File: config.mk
export PLATFORM = sky130hd
export DESIGN_NAME = mas_slice
export DESIGN_NICKNAME = d
export VERILOG_FILES = /design/src/core/mas_pkg.sv /design/src/core/mas_cfg_if.sv /design/src/core/mas_axil.sv /design/src/core/mas_half.sv /design/src/core/mas_slice.sv
export SDC_FILE = /design/constraint.sdc
export NUM_CORES = 1
export LEC_CHECK = 0
export ABC_AREA = 1
export BUFFER_PORTS_ARGS = -buffer_cell sky130_fd_sc_hd__clkbuf_2
export CORE_UTILIZATION = 57
export CTS_CLUSTER_DIAMETER = 120
export DETAILED_ROUTE_END_ITERATION = 8
export HOLD_SLACK_MARGIN = 0.15
export PLACE_DENSITY_LB_ADDON = 0.3
export SYNTH_ARGS = -nofsm -noshare
export SYNTH_HDL_FRONTEND = slang
export SYNTH_SLANG_ARGS = --single-unit
File: constraint.sdc
create_clock -name ref_clk -period 9.4 [get_ports ref_clk]
set_input_delay 1.88 -clock ref_clk [delete_from_list [all_inputs] [get_ports ref_clk]]
set_output_delay 1.88 -clock ref_clk [all_outputs]
set_load 0.1 [all_outputs]
File: src/core/mas_pkg.sv
// shared constants and types for the multiply-accumulate slice
package mas_pkg;
  // register port address width and word offsets
  localparam int ADDR_W = 4;
  localparam logic [3:0] CFG_OFS = 4'h0;
  localparam logic [3:0] RES_OFS = 4'h4;
  localparam logic [3:0] FLG_OFS = 4'h8;
  // configuration word field positions
  localparam int CFG_SPLIT = 0;
  localparam int CFG_MODE_LO = 1;
  localparam int CFG_MODE_HI = 2;
  localparam int CFG_IN_BYP = 3;
  localparam int CFG_MID_BYP = 4;
  localparam int CFG_OUT_BYP = 5;
  localparam int CFG_CHAIN = 6;
  localparam int CFG_CASC = 7;
  // value of the configuration word after reset
  localparam logic [7:0] CFG_RST = 8'h00;
  // bus response codes
  localparam logic [1:0] RESP_OKAY = 2'h0;
  localparam logic [1:0] RESP_SLVERR = 2'h2;
  // datapath function of the slice
  typedef enum logic [1:0] {MAS_MUL, MAS_ADD, MAS_ACC, MAS_MAC} mas_mode_t;
endpackage

File: src/core/mas_cfg_if.sv
`timescale 1ns/1ns
// configuration and status carried between register slave and slice core
interface mas_cfg_if;
  logic split;
  mas_pkg::mas_mode_t mode;
  logic in_byp;
  logic mid_byp;
  logic out_byp;
  logic chain_sel;
  logic casc;
  logic [31:0] result;
  logic [2:0] flags;
  modport bus (output split, mode, in_byp, mid_byp, out_byp, chain_sel, casc,
    input result, flags);
  modport core (input split, mode, in_byp, mid_byp, out_byp, chain_sel, casc,
    output result, flags);
endinterface

File: src/core/mas_axil.sv
`timescale 1ns/1ns
// AXI4-Lite slave holding the slice configuration and showing its state
module mas_axil
(
  // clock and reset
  input wire logic ref_clk,
  input wire logic resetn,
  // write channels
  input wire logic s_axi_awvalid,
  output logic s_axi_awready,
  input wire logic [mas_pkg::ADDR_W-1:0] s_axi_awaddr,
  input wire logic s_axi_wvalid,
  output logic s_axi_wready,
  input wire logic [31:0] s_axi_wdata,
  input wire logic [3:0] s_axi_wstrb,
  output logic s_axi_bvalid,
  input wire logic s_axi_bready,
  output logic [1:0] s_axi_bresp,
  // read channels
  input wire logic s_axi_arvalid,
  output logic s_axi_arready,
  input wire logic [mas_pkg::ADDR_W-1:0] s_axi_araddr,
  output logic s_axi_rvalid,
  input wire logic s_axi_rready,
  output logic [31:0] s_axi_rdata,
  output logic [1:0] s_axi_rresp,
  // slice side
  mas_cfg_if.bus cfg
);
  logic aw_held, w_held, ws_q, next_aw_held, next_w_held, next_ws;
  logic [mas_pkg::ADDR_W-1:0] aw_q, next_aw_q;
  logic [7:0] wd_q, next_wd, cfg_q, next_cfg;
  logic next_awready, next_wready, next_bvalid, next_arready, next_rvalid;
  logic [1:0] next_bresp, next_rresp;
  logic [31:0] next_rdata;

  // configuration fields fan out to the core
  assign cfg.split = cfg_q[mas_pkg::CFG_SPLIT];
  assign cfg.mode = mas_pkg::mas_mode_t'(cfg_q[mas_pkg::CFG_MODE_HI:mas_pkg::CFG_MODE_LO]);
  assign cfg.in_byp = cfg_q[mas_pkg::CFG_IN_BYP];
  assign cfg.mid_byp = cfg_q[mas_pkg::CFG_MID_BYP];
  assign cfg.out_byp = cfg_q[mas_pkg::CFG_OUT_BYP];
  assign cfg.chain_sel = cfg_q[mas_pkg::CFG_CHAIN];
  assign cfg.casc = cfg_q[mas_pkg::CFG_CASC];

  // address and data are taken in either order, write done once both held
  always_comb
  begin
    next_aw_held = aw_held;
    next_w_held = w_held;
    next_aw_q = aw_q;
    next_wd = wd_q;
    next_ws = ws_q;
    next_cfg = cfg_q;
    next_bvalid = s_axi_bvalid;
    next_bresp = s_axi_bresp;
    next_rvalid = s_axi_rvalid;
    next_rdata = s_axi_rdata;
    next_rresp = s_axi_rresp;
    if (s_axi_awvalid && s_axi_awready)
    begin
      next_aw_held = 1'b1;
      next_aw_q = s_axi_awaddr;
    end
    if (s_axi_wvalid && s_axi_wready)
    begin
      next_w_held = 1'b1;
      next_wd = s_axi_wdata[7:0];
      next_ws = s_axi_wstrb[0];
    end
    if (aw_held && w_held && !s_axi_bvalid)
    begin
      next_aw_held = 1'b0;
      next_w_held = 1'b0;
      next_bvalid = 1'b1;
      next_bresp = mas_pkg::RESP_SLVERR;
      if (aw_q == mas_pkg::CFG_OFS)
      begin
        next_bresp = mas_pkg::RESP_OKAY;
        if (ws_q)
          next_cfg = wd_q;
      end
    end
    else if (s_axi_bvalid && s_axi_bready)
      next_bvalid = 1'b0;
    // reads answer from the registered state of the slice
    if (s_axi_arvalid && s_axi_arready)
    begin
      next_rvalid = 1'b1;
      next_rresp = mas_pkg::RESP_OKAY;
      case (s_axi_araddr)
        mas_pkg::CFG_OFS: next_rdata = {24'h000000, cfg_q};
        mas_pkg::RES_OFS: next_rdata = cfg.result;
        mas_pkg::FLG_OFS: next_rdata = {29'h00000000, cfg.flags};
        default:
        begin
          next_rdata = 32'h00000000;
          next_rresp = mas_pkg::RESP_SLVERR;
        end
      endcase
    end
    else if (s_axi_rvalid && s_axi_rready)
      next_rvalid = 1'b0;
    // one transfer of each kind at a time
    next_awready = !next_aw_held && !next_bvalid;
    next_wready = !next_w_held && !next_bvalid;
    next_arready = !next_rvalid;
  end

  // bus state registers
  always_ff @(posedge ref_clk or negedge resetn)
  begin
    if (!resetn)
    begin
      aw_held <= 1'b0;
      w_held <= 1'b0;
      aw_q <= 4'h0;
      wd_q <= 8'h00;
      ws_q <= 1'b0;
      cfg_q <= mas_pkg::CFG_RST;
      s_axi_awready <= 1'b1;
      s_axi_wready <= 1'b1;
      s_axi_bvalid <= 1'b0;
      s_axi_bresp <= 2'h0;
      s_axi_arready <= 1'b1;
      s_axi_rvalid <= 1'b0;
      s_axi_rdata <= 32'h00000000;
      s_axi_rresp <= 2'h0;
    end
    else
    begin
      aw_held <= next_aw_held;
      w_held <= next_w_held;
      aw_q <= next_aw_q;
      wd_q <= next_wd;
      ws_q <= next_ws;
      cfg_q <= next_cfg;
      s_axi_awready <= next_awready;
      s_axi_wready <= next_wready;
      s_axi_bvalid <= next_bvalid;
      s_axi_bresp <= next_bresp;
      s_axi_arready <= next_arready;
      s_axi_rvalid <= next_rvalid;
      s_axi_rdata <= next_rdata;
      s_axi_rresp <= next_rresp;
    end
  end
endmodule

File: src/core/mas_half.sv
`timescale 1ns/1ns
// one accumulator half: adder/subtracter with load, clear and freeze
module mas_half #(parameter int W = 16)
(
  // clock and reset
  input wire logic ref_clk,
  input wire logic resetn,
  // controls
  input wire logic en,
  input wire logic clear,
  input wire logic freeze,
  input wire logic load_sel,
  input wire logic sub_sel,
  input wire logic use_acc,
  // operands
  input wire logic [W-1:0] base,
  input wire logic [W-1:0] addend,
  input wire logic [W-1:0] load_val,
  input wire logic cin,
  // results
  output logic [W-1:0] acc,
  output logic [W-1:0] sum,
  output logic [W-1:0] next_acc,
  output logic cout
);
  logic [W-1:0] op;
  logic [W:0] raw;

  // subtract as op + ~addend + ~borrow; carry out turns into borrow out
  always_comb
  begin
    op = use_acc ? acc : base;
    raw = {1'b0, op} + {1'b0, addend ^ {W{sub_sel}}} + {{W{1'b0}}, cin ^ sub_sel}; // see [RULE_11]
    sum = raw[W-1:0];
    cout = raw[W] ^ sub_sel;
    next_acc = acc;
    if (en) // see [RULE_01]
    begin
      if (clear) // see [RULE_09]
        next_acc = {W{1'b0}};
      else if (freeze) // see [RULE_20]
        next_acc = acc;
      else if (load_sel) // see [RULE_10]
        next_acc = load_val;
      else
        next_acc = sum; // see [RULE_08]
    end
  end

  // accumulator register
  always_ff @(posedge ref_clk or negedge resetn)
  begin
    if (!resetn)
      acc <= {W{1'b0}};
    else
      acc <= next_acc;
  end
endmodule

File: src/core/mas_slice.sv
// Local design decisions: the AXI4-Lite slave port and the placing of the registers.
`timescale 1ns/1ns
// multiply-accumulate slice top: operand registers, multipliers, accumulators
// What this block does
// [RULE_01] all registers use ref_clk and advance only while clk_en_signal is 1; the register slave flops here ignore clk_en_signal
// [RULE_02] operands A and B are 16 bits, registered, feed multiplier or adder
// [RULE_03] operands C and D are 16 bits, registered, feed only the adder
// [RULE_04] each operand register has a freeze: 0 updates, 1 keeps contents
// [RULE_05] upper input clear zeroes A, C and upper multiplier pipeline register
// [RULE_06] lower input clear zeroes B, D, lower and full product registers
// [RULE_07] result is the full 32-bit answer, or upper and lower 16-bit halves
// [RULE_08] each accumulator half has a freeze: 0 updates, 1 keeps contents
// [RULE_09] each accumulator half has a clear: 1 zeroes that half
// [RULE_10] load select 0 takes the adder result, 1 takes operand C
// [RULE_11] subtract select 0 adds, 1 subtracts, per half
// [RULE_12] chain carry/borrow comes from the previous slice, goes to the next
// [RULE_13] tile carry/borrow comes from fabric below, goes to fabric above
// [RULE_14] sign extension comes from the previous slice, goes to the next
// [RULE_15] multiplier, adder/subtracter, accumulator or MAC, split or full width
// [RULE_16] unconnected operands are zero, tied off by the surrounding logic
// [RULE_17] input, product and output registers are each bypassable; the output bypass here picks the adder sum, result_out stays registered
// [RULE_18] in split mode the two halves work fully independently
// [RULE_19] split upper multiplier takes upper bytes, lower takes lower bytes
// [RULE_20] clears and freezes are synchronous; clear beats freeze
module mas_slice #(parameter int W = 16)
(
  // clock and reset
  input wire logic ref_clk,
  input wire logic resetn,
  // AXI4-Lite write channels
  input wire logic s_axi_awvalid,
  output logic s_axi_awready,
  input wire logic [mas_pkg::ADDR_W-1:0] s_axi_awaddr,
  input wire logic s_axi_wvalid,
  output logic s_axi_wready,
  input wire logic [31:0] s_axi_wdata,
  input wire logic [3:0] s_axi_wstrb,
  output logic s_axi_bvalid,
  input wire logic s_axi_bready,
  output logic [1:0] s_axi_bresp,
  // AXI4-Lite read channels
  input wire logic s_axi_arvalid,
  output logic s_axi_arready,
  input wire logic [mas_pkg::ADDR_W-1:0] s_axi_araddr,
  output logic s_axi_rvalid,
  input wire logic s_axi_rready,
  output logic [31:0] s_axi_rdata,
  output logic [1:0] s_axi_rresp,
  // slice enable
  input wire logic clk_en_signal,
  // operands
  input wire logic [W-1:0] operand_a,
  input wire logic [W-1:0] operand_b,
  input wire logic [W-1:0] operand_c,
  input wire logic [W-1:0] operand_d,
  // operand register controls
  input wire logic operand_a_freeze,
  input wire logic operand_b_freeze,
  input wire logic operand_c_freeze,
  input wire logic operand_d_freeze,
  input wire logic upper_input_clear,
  input wire logic lower_input_clear,
  // accumulator controls
  input wire logic upper_acc_freeze,
  input wire logic upper_acc_clear,
  input wire logic upper_acc_load_sel,
  input wire logic upper_sub_sel,
  input wire logic lower_acc_freeze,
  input wire logic lower_acc_clear,
  input wire logic lower_acc_load_sel,
  input wire logic lower_sub_sel,
  // neighbour chains
  input wire logic chain_carry_in,
  output logic chain_carry_out,
  input wire logic tile_carry_in,
  output logic tile_carry_out,
  input wire logic chain_sign_in,
  output logic chain_sign_out,
  // result
  output logic [2*W-1:0] result_out
);
  localparam int H = W / 2;

  // config and status shared with the register slave
  mas_cfg_if cfg_bus ();

  // operand, product and accumulator state
  logic [W-1:0] a_q, b_q, c_q, d_q;
  logic [W-1:0] next_a, next_b, next_c, next_d;
  logic [W-1:0] a_op, b_op, c_op, d_op;
  logic [W-1:0] mul_top, mul_bot, mid_top, mid_bot;
  logic [W-1:0] prod_top, prod_bot, next_prod_top, next_prod_bot;
  logic [2*W-1:0] mul_full, mid_full, prod_full, next_prod_full;
  logic use_acc, use_mul;
  logic [W-1:0] base_hi, base_lo, add_hi, add_lo;
  logic [W-1:0] acc_hi, acc_lo, sum_hi, sum_lo, nacc_hi, nacc_lo;
  logic cout_hi, cout_lo, cin_hi, cin_lo;
  logic upd_hi, upd_lo;
  logic [2*W-1:0] next_result;
  logic next_chain_cout, next_tile_cout, next_sign;

  // register slave
  mas_axil u_regs
  (
    .ref_clk (ref_clk),
    .resetn (resetn),
    .s_axi_awvalid (s_axi_awvalid),
    .s_axi_awready (s_axi_awready),
    .s_axi_awaddr (s_axi_awaddr),
    .s_axi_wvalid (s_axi_wvalid),
    .s_axi_wready (s_axi_wready),
    .s_axi_wdata (s_axi_wdata),
    .s_axi_wstrb (s_axi_wstrb),
    .s_axi_bvalid (s_axi_bvalid),
    .s_axi_bready (s_axi_bready),
    .s_axi_bresp (s_axi_bresp),
    .s_axi_arvalid (s_axi_arvalid),
    .s_axi_arready (s_axi_arready),
    .s_axi_araddr (s_axi_araddr),
    .s_axi_rvalid (s_axi_rvalid),
    .s_axi_rready (s_axi_rready),
    .s_axi_rdata (s_axi_rdata),
    .s_axi_rresp (s_axi_rresp),
    .cfg (cfg_bus)
  );

  // status seen by software comes from output flops only
  assign cfg_bus.result = result_out;
  assign cfg_bus.flags = {chain_carry_out, tile_carry_out, chain_sign_out};

  // mode decode: what feeds the adder and what it adds to
  always_comb
  begin
    unique case (cfg_bus.mode) // see [RULE_15]
      mas_pkg::MAS_MUL:
      begin
        use_mul = 1'b1;
        use_acc = 1'b0;
      end
      mas_pkg::MAS_ADD:
      begin
        use_mul = 1'b0;
        use_acc = 1'b0;
      end
      mas_pkg::MAS_ACC:
      begin
        use_mul = 1'b0;
        use_acc = 1'b1;
      end
      mas_pkg::MAS_MAC:
      begin
        use_mul = 1'b1;
        use_acc = 1'b1;
      end
    endcase
  end

  // operand registers; a clear beats a freeze, nothing moves while disabled
  always_comb
  begin
    next_a = a_q;
    next_b = b_q;
    next_c = c_q;
    next_d = d_q;
    if (clk_en_signal) // see [RULE_01]
    begin
      if (upper_input_clear) // see [RULE_05]
      begin
        next_a = {W{1'b0}};
        next_c = {W{1'b0}};
      end
      else
      begin
        if (!operand_a_freeze) // see [RULE_04]
          next_a = operand_a; // see [RULE_02]
        if (!operand_c_freeze)
          next_c = operand_c; // see [RULE_03]
      end
      if (lower_input_clear) // see [RULE_06]
      begin
        next_b = {W{1'b0}};
        next_d = {W{1'b0}};
      end
      else
      begin
        if (!operand_b_freeze)
          next_b = operand_b;
        if (!operand_d_freeze)
          next_d = operand_d;
      end
    end
  end

  // operand register flops
  always_ff @(posedge ref_clk or negedge resetn)
  begin
    if (!resetn)
    begin
      a_q <= {W{1'b0}};
      b_q <= {W{1'b0}};
      c_q <= {W{1'b0}};
      d_q <= {W{1'b0}};
    end
    else
    begin
      a_q <= next_a;
      b_q <= next_b;
      c_q <= next_c;
      d_q <= next_d;
    end
  end

  // input bypass trades a cycle of latency against a longer path
  assign a_op = cfg_bus.in_byp ? operand_a : a_q; // see [RULE_17]
  assign b_op = cfg_bus.in_byp ? operand_b : b_q;
  assign c_op = cfg_bus.in_byp ? operand_c : c_q;
  assign d_op = cfg_bus.in_byp ? operand_d : d_q;

  // byte multipliers and the full multiplier, zero-extended to full width
  assign mul_top = {{H{1'b0}}, a_op[W-1:H]} * {{H{1'b0}}, b_op[W-1:H]}; // see [RULE_19]
  assign mul_bot = {{H{1'b0}}, a_op[H-1:0]} * {{H{1'b0}}, b_op[H-1:0]};
  assign mul_full = {{W{1'b0}}, a_op} * {{W{1'b0}}, b_op};

  // product pipeline registers with their section clears
  always_comb
  begin
    next_prod_top = prod_top;
    next_prod_bot = prod_bot;
    next_prod_full = prod_full;
    if (clk_en_signal)
    begin
      next_prod_top = upper_input_clear ? {W{1'b0}} : mul_top; // see [RULE_05]
      next_prod_bot = lower_input_clear ? {W{1'b0}} : mul_bot; // see [RULE_06]
      next_prod_full = lower_input_clear ? {(2*W){1'b0}} : mul_full;
    end
  end

  // product register flops
  always_ff @(posedge ref_clk or negedge resetn)
  begin
    if (!resetn)
    begin
      prod_top <= {W{1'b0}};
      prod_bot <= {W{1'b0}};
      prod_full <= {(2*W){1'b0}};
    end
    else
    begin
      prod_top <= next_prod_top;
      prod_bot <= next_prod_bot;
      prod_full <= next_prod_full;
    end
  end

  // product bypass skips the intermediate stage
  assign mid_top = cfg_bus.mid_byp ? mul_top : prod_top; // see [RULE_17]
  assign mid_bot = cfg_bus.mid_byp ? mul_bot : prod_bot;
  assign mid_full = cfg_bus.mid_byp ? mul_full : prod_full;

  // adder operand steering; C and D never reach a multiplier
  always_comb
  begin
    cin_lo = cfg_bus.chain_sel ? chain_carry_in : tile_carry_in; // see [RULE_12] [RULE_13]
    base_hi = (cfg_bus.mode == mas_pkg::MAS_ADD) ? c_op : {W{1'b0}}; // see [RULE_03]
    base_lo = (cfg_bus.mode == mas_pkg::MAS_ADD) ? d_op : {W{1'b0}};
    if (cfg_bus.split)
    begin
      // no carry crosses the middle, so the halves stay independent
      cin_hi = 1'b0; // see [RULE_18]
      add_hi = use_mul ? mid_top : a_op; // see [RULE_02]
      add_lo = use_mul ? mid_bot : b_op;
    end
    else if (cfg_bus.casc)
    begin
      // upper slice of a wide sum adds the sign fill of the lower addend
      cin_hi = cout_lo;
      add_hi = {W{chain_sign_in}}; // see [RULE_14]
      add_lo = {W{chain_sign_in}};
    end
    else
    begin
      cin_hi = cout_lo;
      add_hi = use_mul ? mid_full[2*W-1:W] : a_op;
      add_lo = use_mul ? mid_full[W-1:0] : b_op;
    end
  end

  // upper accumulator half
  mas_half #(.W(W)) u_hi
  (
    .ref_clk (ref_clk),
    .resetn (resetn),
    .en (clk_en_signal),
    .clear (upper_acc_clear),
    .freeze (upper_acc_freeze),
    .load_sel (upper_acc_load_sel),
    .sub_sel (upper_sub_sel),
    .use_acc (use_acc),
    .base (base_hi),
    .addend (add_hi),
    .load_val (c_op),
    .cin (cin_hi),
    .acc (acc_hi),
    .sum (sum_hi),
    .next_acc (nacc_hi),
    .cout (cout_hi)
  );

  // lower accumulator half
  mas_half #(.W(W)) u_lo
  (
    .ref_clk (ref_clk),
    .resetn (resetn),
    .en (clk_en_signal),
    .clear (lower_acc_clear),
    .freeze (lower_acc_freeze),
    .load_sel (lower_acc_load_sel),
    .sub_sel (lower_sub_sel),
    .use_acc (use_acc),
    .base (base_lo),
    .addend (add_lo),
    .load_val (c_op),
    .cin (cin_lo),
    .acc (acc_lo),
    .sum (sum_lo),
    .next_acc (nacc_lo),
    .cout (cout_lo)
  );

  // result and chain outputs; chain bits are sent once per real update,
  // a cycle late, so a neighbour slice runs one cycle behind this one
  always_comb
  begin
    upd_hi = !upper_acc_clear && !upper_acc_freeze && !upper_acc_load_sel;
    upd_lo = !lower_acc_clear && !lower_acc_freeze && !lower_acc_load_sel;
    next_result = result_out;
    next_chain_cout = chain_carry_out;
    next_tile_cout = tile_carry_out;
    next_sign = chain_sign_out;
    if (clk_en_signal)
    begin
      // output bypass shows the raw adder result, ignoring acc controls
      next_result = cfg_bus.out_byp ? {sum_hi, sum_lo} : {nacc_hi, nacc_lo}; // see [RULE_07]
      next_chain_cout = upd_hi && cout_hi; // see [RULE_12]
      next_tile_cout = cfg_bus.split ? (upd_lo && cout_lo) : (upd_hi && cout_hi); // see [RULE_13]
      next_sign = upd_hi && add_hi[W-1]; // see [RULE_14]
    end
  end

  // output flops
  always_ff @(posedge ref_clk or negedge resetn)
  begin
    if (!resetn)
    begin
      result_out <= {(2*W){1'b0}};
      chain_carry_out <= 1'b0;
      tile_carry_out <= 1'b0;
      chain_sign_out <= 1'b0;
    end
    else
    begin
      result_out <= next_result;
      chain_carry_out <= next_chain_cout;
      tile_carry_out <= next_tile_cout;
      chain_sign_out <= next_sign;
    end
  end
endmodule

==> results of run 1 <==
## cell families after synthesis
family	count (synthesis)
flip-flops	255
buffers and inverters	892
other	1
AND/OR/NAND/NOR	1551
AO/OA/AOI/OAI	588
XOR/XNOR	55
adder cells (fa/ha/maj)	446
## routing by layer
layer  share of wire (%)  wire length (um)
met5                   0                 0
met4                 5.1              4580
met2                  45             40300
met3                  11             10200
met1                  39             35000
## timing repair
item	CTS	global route
setup buffers	29	36
pin swaps	66	97
setup endpoints to repair	33	34
gates cloned	0	0
gates resized for setup	125	103
hold buffers	0	0
## area by class of cell
| type | instances | share of cell area [%] |
|---|---|---|
| diodes | 2 | 0.0148 |
| clock buffers | 42 | 2.45 |
| clock inverters | 10 | 0.475 |
| inverters | 758 | 8.50 |
| multi-input cells | 2642 | 55.1 |
| flip-flops and latches | 255 | 19.0 |
| well taps | 615 | 2.28 |
| repair buffers | 584 | 12.2 |
## layout by cell type, fill, tap and decap left out, types with 12 or more instances in the layout
cell type and count:
clkbuf_16 29, o21bai_1 12, nand3_1 173, nor2_2 24, o21ai_2 18, nand2_2 40, nor2_1 225, nor2_4 12
o21ai_0 176, nand2_4 13, o22ai_1 52, a21oi_1 183, nand3b_1 12, buf_6 14, nand4_1 14, ha_1 181
dfrtp_1 251, inv_2 49, nand3_2 19, buf_4 385, nand2_1 996, xnor2_1 16, o21ai_1 53, fa_1 247
inv_1 700, clkbuf_2 175, xor2_1 28, a32o_1 23
## worst max-delay path, delay by kind of cell
family / cells / cell delay [ns]
compound gates: 7 / 0.82
simple gates: 17 / 1.64
xor+xnor: 5 / 0.95
buf+inv: 11 / 0.98
fa+ha+maj: 10 / 3.93
## cell usage after synthesis (all sizes together)
master,count
nand2,1049
fa,253
conb,1
nor2,263
a22o,2
a22oi,7
nand3b,12
buf,66
a21oi,194
ha,193
a221oi,6
clkinv,3
a21boi,1
nor3,12
nand3,195
o21a,3
a31oi,3
nand4,14
o221ai,5
inv,755
nor3b,1
o21bai,12
dfstp,3
a21o,7
dfrtp,252
o21ai,258
xor2,35
o31ai,6
or2,3
a32o,23
clkbuf,68
o22ai,53
o211ai,8
xnor2,20
and2,2
## metrics by stage
stage / util [%] / TNS (ns) / worst slack (ns)
floorplan: - / -0.00851 / -0.00851
global placement: 65.7 / -28.40 / -1.08
detailed placement: 65.7 / -29.81 / -1.11
CTS: 69.3 / -4.56 / -0.305
global route: 70.6 / -16.00 / -0.687
finish: 70.6 / -6.43 / -0.360
## how the worst min path moves through the flow
stage	slack, ns	startpoint	to
floorplan	0.45	u_regs.ws_q	u_regs.ws_q
CTS	0.43	u_regs.s_axi_rvalid	u_regs.s_axi_arready
global route	0.45	u_regs.s_axi_rvalid	u_regs.s_axi_arready
global placement	0.41	u_regs.s_axi_rvalid	u_regs.s_axi_arready
finish	0.43	u_regs.s_axi_rvalid	u_regs.s_axi_arready
detailed placement	0.42	u_regs.s_axi_rvalid	u_regs.s_axi_arready
## sequential cells by signal (all words and copies together), names as in the netlist, 4 cells and up
name                count
c_q                    16
prod_full              30
u_regs.wd_q             8
b_q                    16
d_q                    16
prod_bot               16
result_out             32
u_hi.acc               16
a_q                    16
u_regs.s_axi_rdata     32
u_regs.cfg_q            8
prod_top               16
u_regs.aw_q             4
u_lo.acc               16
==> results.md, run 1 <==
* Cells on worst reg2reg path at 48
* Buffers on Ports at 179
* Initial Util at 57.7%
* Worst-path maximum fanout at 5
* Flops & latches, synth at 255
* Relative slew slack at 19.9%
* Post-synth cell types at 52
* Post-DP HPWL at 69200 um
* Clock transition at the registers of the reported paths at 0.06 ns
* Gr busiest metal: met2
* Adder-Cell Fraction of Synth Area at 27.1%
* Avg Inst Size Synth at 7.27 um^2
* Final Hold Vio Count at 0
* Chip height at 222 um
* Final ANT Viol Nets at 0
* XOR/XNOR Fraction of Synth Area at 1.75%
* Clock Latency Late Sink at 0.56 ns
* CTS tree: built
* Final #Nets at 4848
* Core Area at 47700 um^2
* Area Overhead vs Synth at 22.3%
* Design Area, Final at 33700 um^2
* Vias per Instance at around 5.6
* Outcome: finished, violations left
* Root Buffer: clkbuf_16
* Slew Viols, Final at 0
* Synth Area in Compound Gates at 12.4%
* Reg-to-Reg Start: u_regs.cfg_q[3]
* Mapped Cells at 3788
* Num Clock Sinks at 255
* Multi-input combinational cell area at around 19000 um^2
* DR pass1 iterations at 6
* Gpl congestion at ~0.99
* CP dominant cell by count: nand2_1
* Failing checks: negative setup slack
* Ports at 209
* Fmax at 102 MHz
* Reg-to-Reg End: result_out[22]
* Worst hold path class: reg -> reg
* Top cell type's share of synthesized area at 22.9%
* Seq/Total Area, Yosys at 23.2%
* CP endpoint kind: flop
* Hold path cells at 1
* Worst EP arrival at 10.25 ns
* Grt ovf at 0
* Worst hold margin at 0.431 ns
* R2r setup slk at about 0.070 ns
* Fillers at 3836
* Ratio of cells with drive above 1 in the final layout at 20.5%
* Synth warnings at 0
* CP Launch Type: input pin
* First-pass GRT wire length at 140000 um
* Total wire length at about 90000 um
* Placed Area at 31400 um^2
* Met3 Use GR at 10.0%
* DR WL/cell at roughly 18 um
* Post-synthesis mux area share at 0%
* Final Setup Violations at 28
* WP data required at slightly below 10 ns
* Crit path to: result_out[22]
* Worst path max stage delay at ~0.55 ns
* Met1 GRT Util at a little under half
* Vias in the first global route at between 20000 and 30000
* Met2 Use GR at about 57%
* Fin crit share at 104%
* Synth top area cells: dfrtp_1 23%, fa_1 18%, nand2_1 14%
* Drt first-iter violations at 2674
* Netlist Area Pre-Place at between 20000 and 30000 um^2
* Minimum clock period at 9.76 ns
* DR vias at 27316
* Post-synthesis simple-gate area fraction at 22.9%
* RSZ-0062 raised after global routing: true
* Largest net degree at the start of global routing at approximately 170
* Kind of critical path: in -> reg
* Max clock buf depth at 3
* H-Tree Depth at 1
* Inserted Clock Buffers at 28
* Worst-Margin Slew at between 1 and 1.5 ns
* Reg area at 6390 um^2
* Row cnt at 80
* Finished Layout Cells at 4908
* CP Launch Point: operand_b[3]
* Slowest CP cell: fa_1
* DRC viols at 0
* Maxcap violations at 0
* Synth area leader: dfrtp_1
* Die width at 222 um
* Largest family of logic cells by synthesized area: adder cells
* Initial antenna violation count at 3
* Placed insts at 4792
* All-Layer GR Usage at 36.5%
* Die area at 49200 um^2
* Clock Skew at 0.0126 ns
* Worst Setup Slack, final at -0.360 ns
Power of run 1 is not shown: default switching activity piles up to over one toggle a cycle in this logic, so the estimate is an artifact.
==> run 2, diff against run 1 <==
--- a/config.mk
+++ b/config.mk
@@ -10,6 +10,7 @@
 export CORE_UTILIZATION = 57
 export CTS_CLUSTER_DIAMETER = 120
 export DETAILED_ROUTE_END_ITERATION = 8
+export GPL_TIMING_DRIVEN = 0
 export HOLD_SLACK_MARGIN = 0.15
 export PLACE_DENSITY_LB_ADDON = 0.3
 export SYNTH_ARGS = -nofsm -noshare
==> results.md, run 2 (same netlist as run 1, synthesis figures left out) <==
* Ports at roughly 210
* R2r setup slk at -0.25 ns
* Die width at 222 um
* Post-DP HPWL at between 70000 and 80000 um
* Post-CTS Hold Buffers at 0
* Reg-to-Reg End: result_out[20]
* Num Clock Sinks at approximately 260
* Worst hold path class: reg -> reg
* Minimum clock period at 9.92 ns
* Relative slew slack at 8.24%
* CP endpoint kind: flop
* Fin crit share at 105%
* Worst-path maximum fanout at 10
* RSZ-0062 raised after global routing: true
* All-Layer GR Usage at around two fifths
* Final Hold Vio Count at 0
* Outcome: finished, violations left
* Core Area at 47700 um^2
* Gpl congestion at roughly 1.0
* Worst path max stage delay at 0.58 ns
* Largest net degree at the start of global routing at just under 100
* Failing checks: negative setup slack
* Worst EP arrival at 10.32 ns
* DR WL/cell at between 20 and 25 um
* Hold_sp: u_regs.s_axi_rvalid
* CTS tree: built
* Final #Nets at 4691
* Clock Latency Late Sink at roughly 0.58 ns
* DR vias at 27212
* WP data required at 9.80 ns
* Max clock buf depth at 3
* Clock Skew at 0.0318 ns
* Cells on worst reg2reg path at 43
* Fillers at 3994
* Multi-input combinational cell area at 18700 um^2
* Vias in the first global route at 26555
* Reg-to-Reg Start: u_regs.cfg_q[3]
* Final ANT Viol Nets at 0
* Total wire length at 96300 um
* Initial antenna violation count at 3
* Slew Viols, Final at 0
* Chip height at 222 um
* Hold path cells at 1
* Reg area at about 6400 um^2
* H-Tree Depth at 1
* Commonest cells after routing, fill and taps aside: 992 x nand2_1, 692 x inv_1, 252 x dfrtp_1
* Die area at 49200 um^2
* Buffers on Ports at about 180
* Grt ovf at 0
* Vias per Instance at 5.73
* Ratio of cells with drive above 1 in the final layout at 16.6%
* Slowest CP cell: fa_1
* Largest registers: result_out x32, u_regs.s_axi_rdata x32, prod_full x30
* Initial Util at ~58%
* DRC viols at 0
* Most common cell after layout, fill and taps aside: nand2_1
* Worst Hold End: u_regs.s_axi_arready
* Root Buffer: clkbuf_16
* Worst hold margin at 0.449 ns
* Row cnt at 80
* CP Launch Type: input pin
* Maxcap violations at 0
* Clock transition at the registers of the reported paths at 0.07 ns
* Fmax at about 100 MHz
* Final Setup Violations at 31
* Kind of critical path: in -> reg
* Inserted Clock Buffers at 27
* Area Overhead vs Synth at 17.5%
* Worst Setup Slack, final at -0.517 ns
* DR pass1 iterations at 6
* Worst-Margin Slew at ~1.4 ns
* First-pass GRT wire length at ~150000 um
* Drt first-iter violations at 3136
-- run 2: cell types whose count changed in the layout (fill, tap and decap cells not counted), moves of 7 or more --
cell / delta
o21ai_4: +14
nand2_2: +7
buf_2: +30
buf_1: +12
buf_4: -264
o21ai_1: -7
clkinvlp_4: +9
clkbuf_1: +52
inv_1: -8
-- run 2: layout make-up --
| cell class | count | share of cell area [%] |
|---|---|---|
| multi-input cells | 2642 | 57.8 |
| flip-flops and latches | 255 | 19.7 |
| inverters | 758 | 8.97 |
| repair buffers | 296 | 5.95 |
| well taps | 615 | 2.38 |
| clock buffers | 32 | 2.30 |
| plain buffers | 132 | 2.29 |
| clock inverters | 15 | 0.553 |
| diodes | 1 | 0.00773 |
-- run 2: layer usage --
metal	GRT usage, %	wire [um]
met1	54.3	38800
met2	58.1	41100
met3	10.5	12000
met4	15.3	4430
met5	0	14
-- run 2: worst max-delay path, delay by kind of cell --
kind | cells | cell delay (ns)
adder cells (fa/ha/maj) | 10 | 4.28
AND/OR/NAND/NOR | 14 | 1.64
AO/OA/AOI/OAI | 8 | 1.02
buffers and inverters | 9 | 0.75
XOR/XNOR | 4 | 0.74
-- run 2: stage by stage --
stage	util [%]	setup TNS (ns)	cell area, um^2	std cells	setup WS [ns]
after global placement	61.4	-55.90	29300	4580	-1.97
after CTS	65.7	-9.90	31400	4683	-0.516
after floorplan	-	-0.00851	27700	3789	-0.00851
final	67.8	-9.47	32400	4746	-0.517
after detailed placement	61.6	-57.02	29400	4583	-1.98
after global routing	67.8	-19.74	32400	4746	-0.826
-- run 2: repair_timing --
action,4_1_cts,5_1_grt
setup endpoints to repair,34,34
gates cloned,0,0
pin swaps,30,61
hold endpoints to repair,0,0
setup buffers,54,64
gates resized for setup,146,170
-- run 2: how the worst max path moves through the flow --
stage / start / endpoint / slack, ns / cells after the start
after floorplan: operand_a[7] / result_out[30] / -0.009 / 51
after global placement: operand_a[0] / result_out[24] / -1.97 / 50
after detailed placement: operand_a[0] / result_out[30] / -1.98 / 50
after CTS: operand_b[3] / result_out[20] / -0.52 / 48
after global routing: operand_a[8] / result_out[20] / -0.83 / 49
final: operand_a[12] / result_out[20] / -0.52 / 45
Power of run 2 is left out for the same reason.
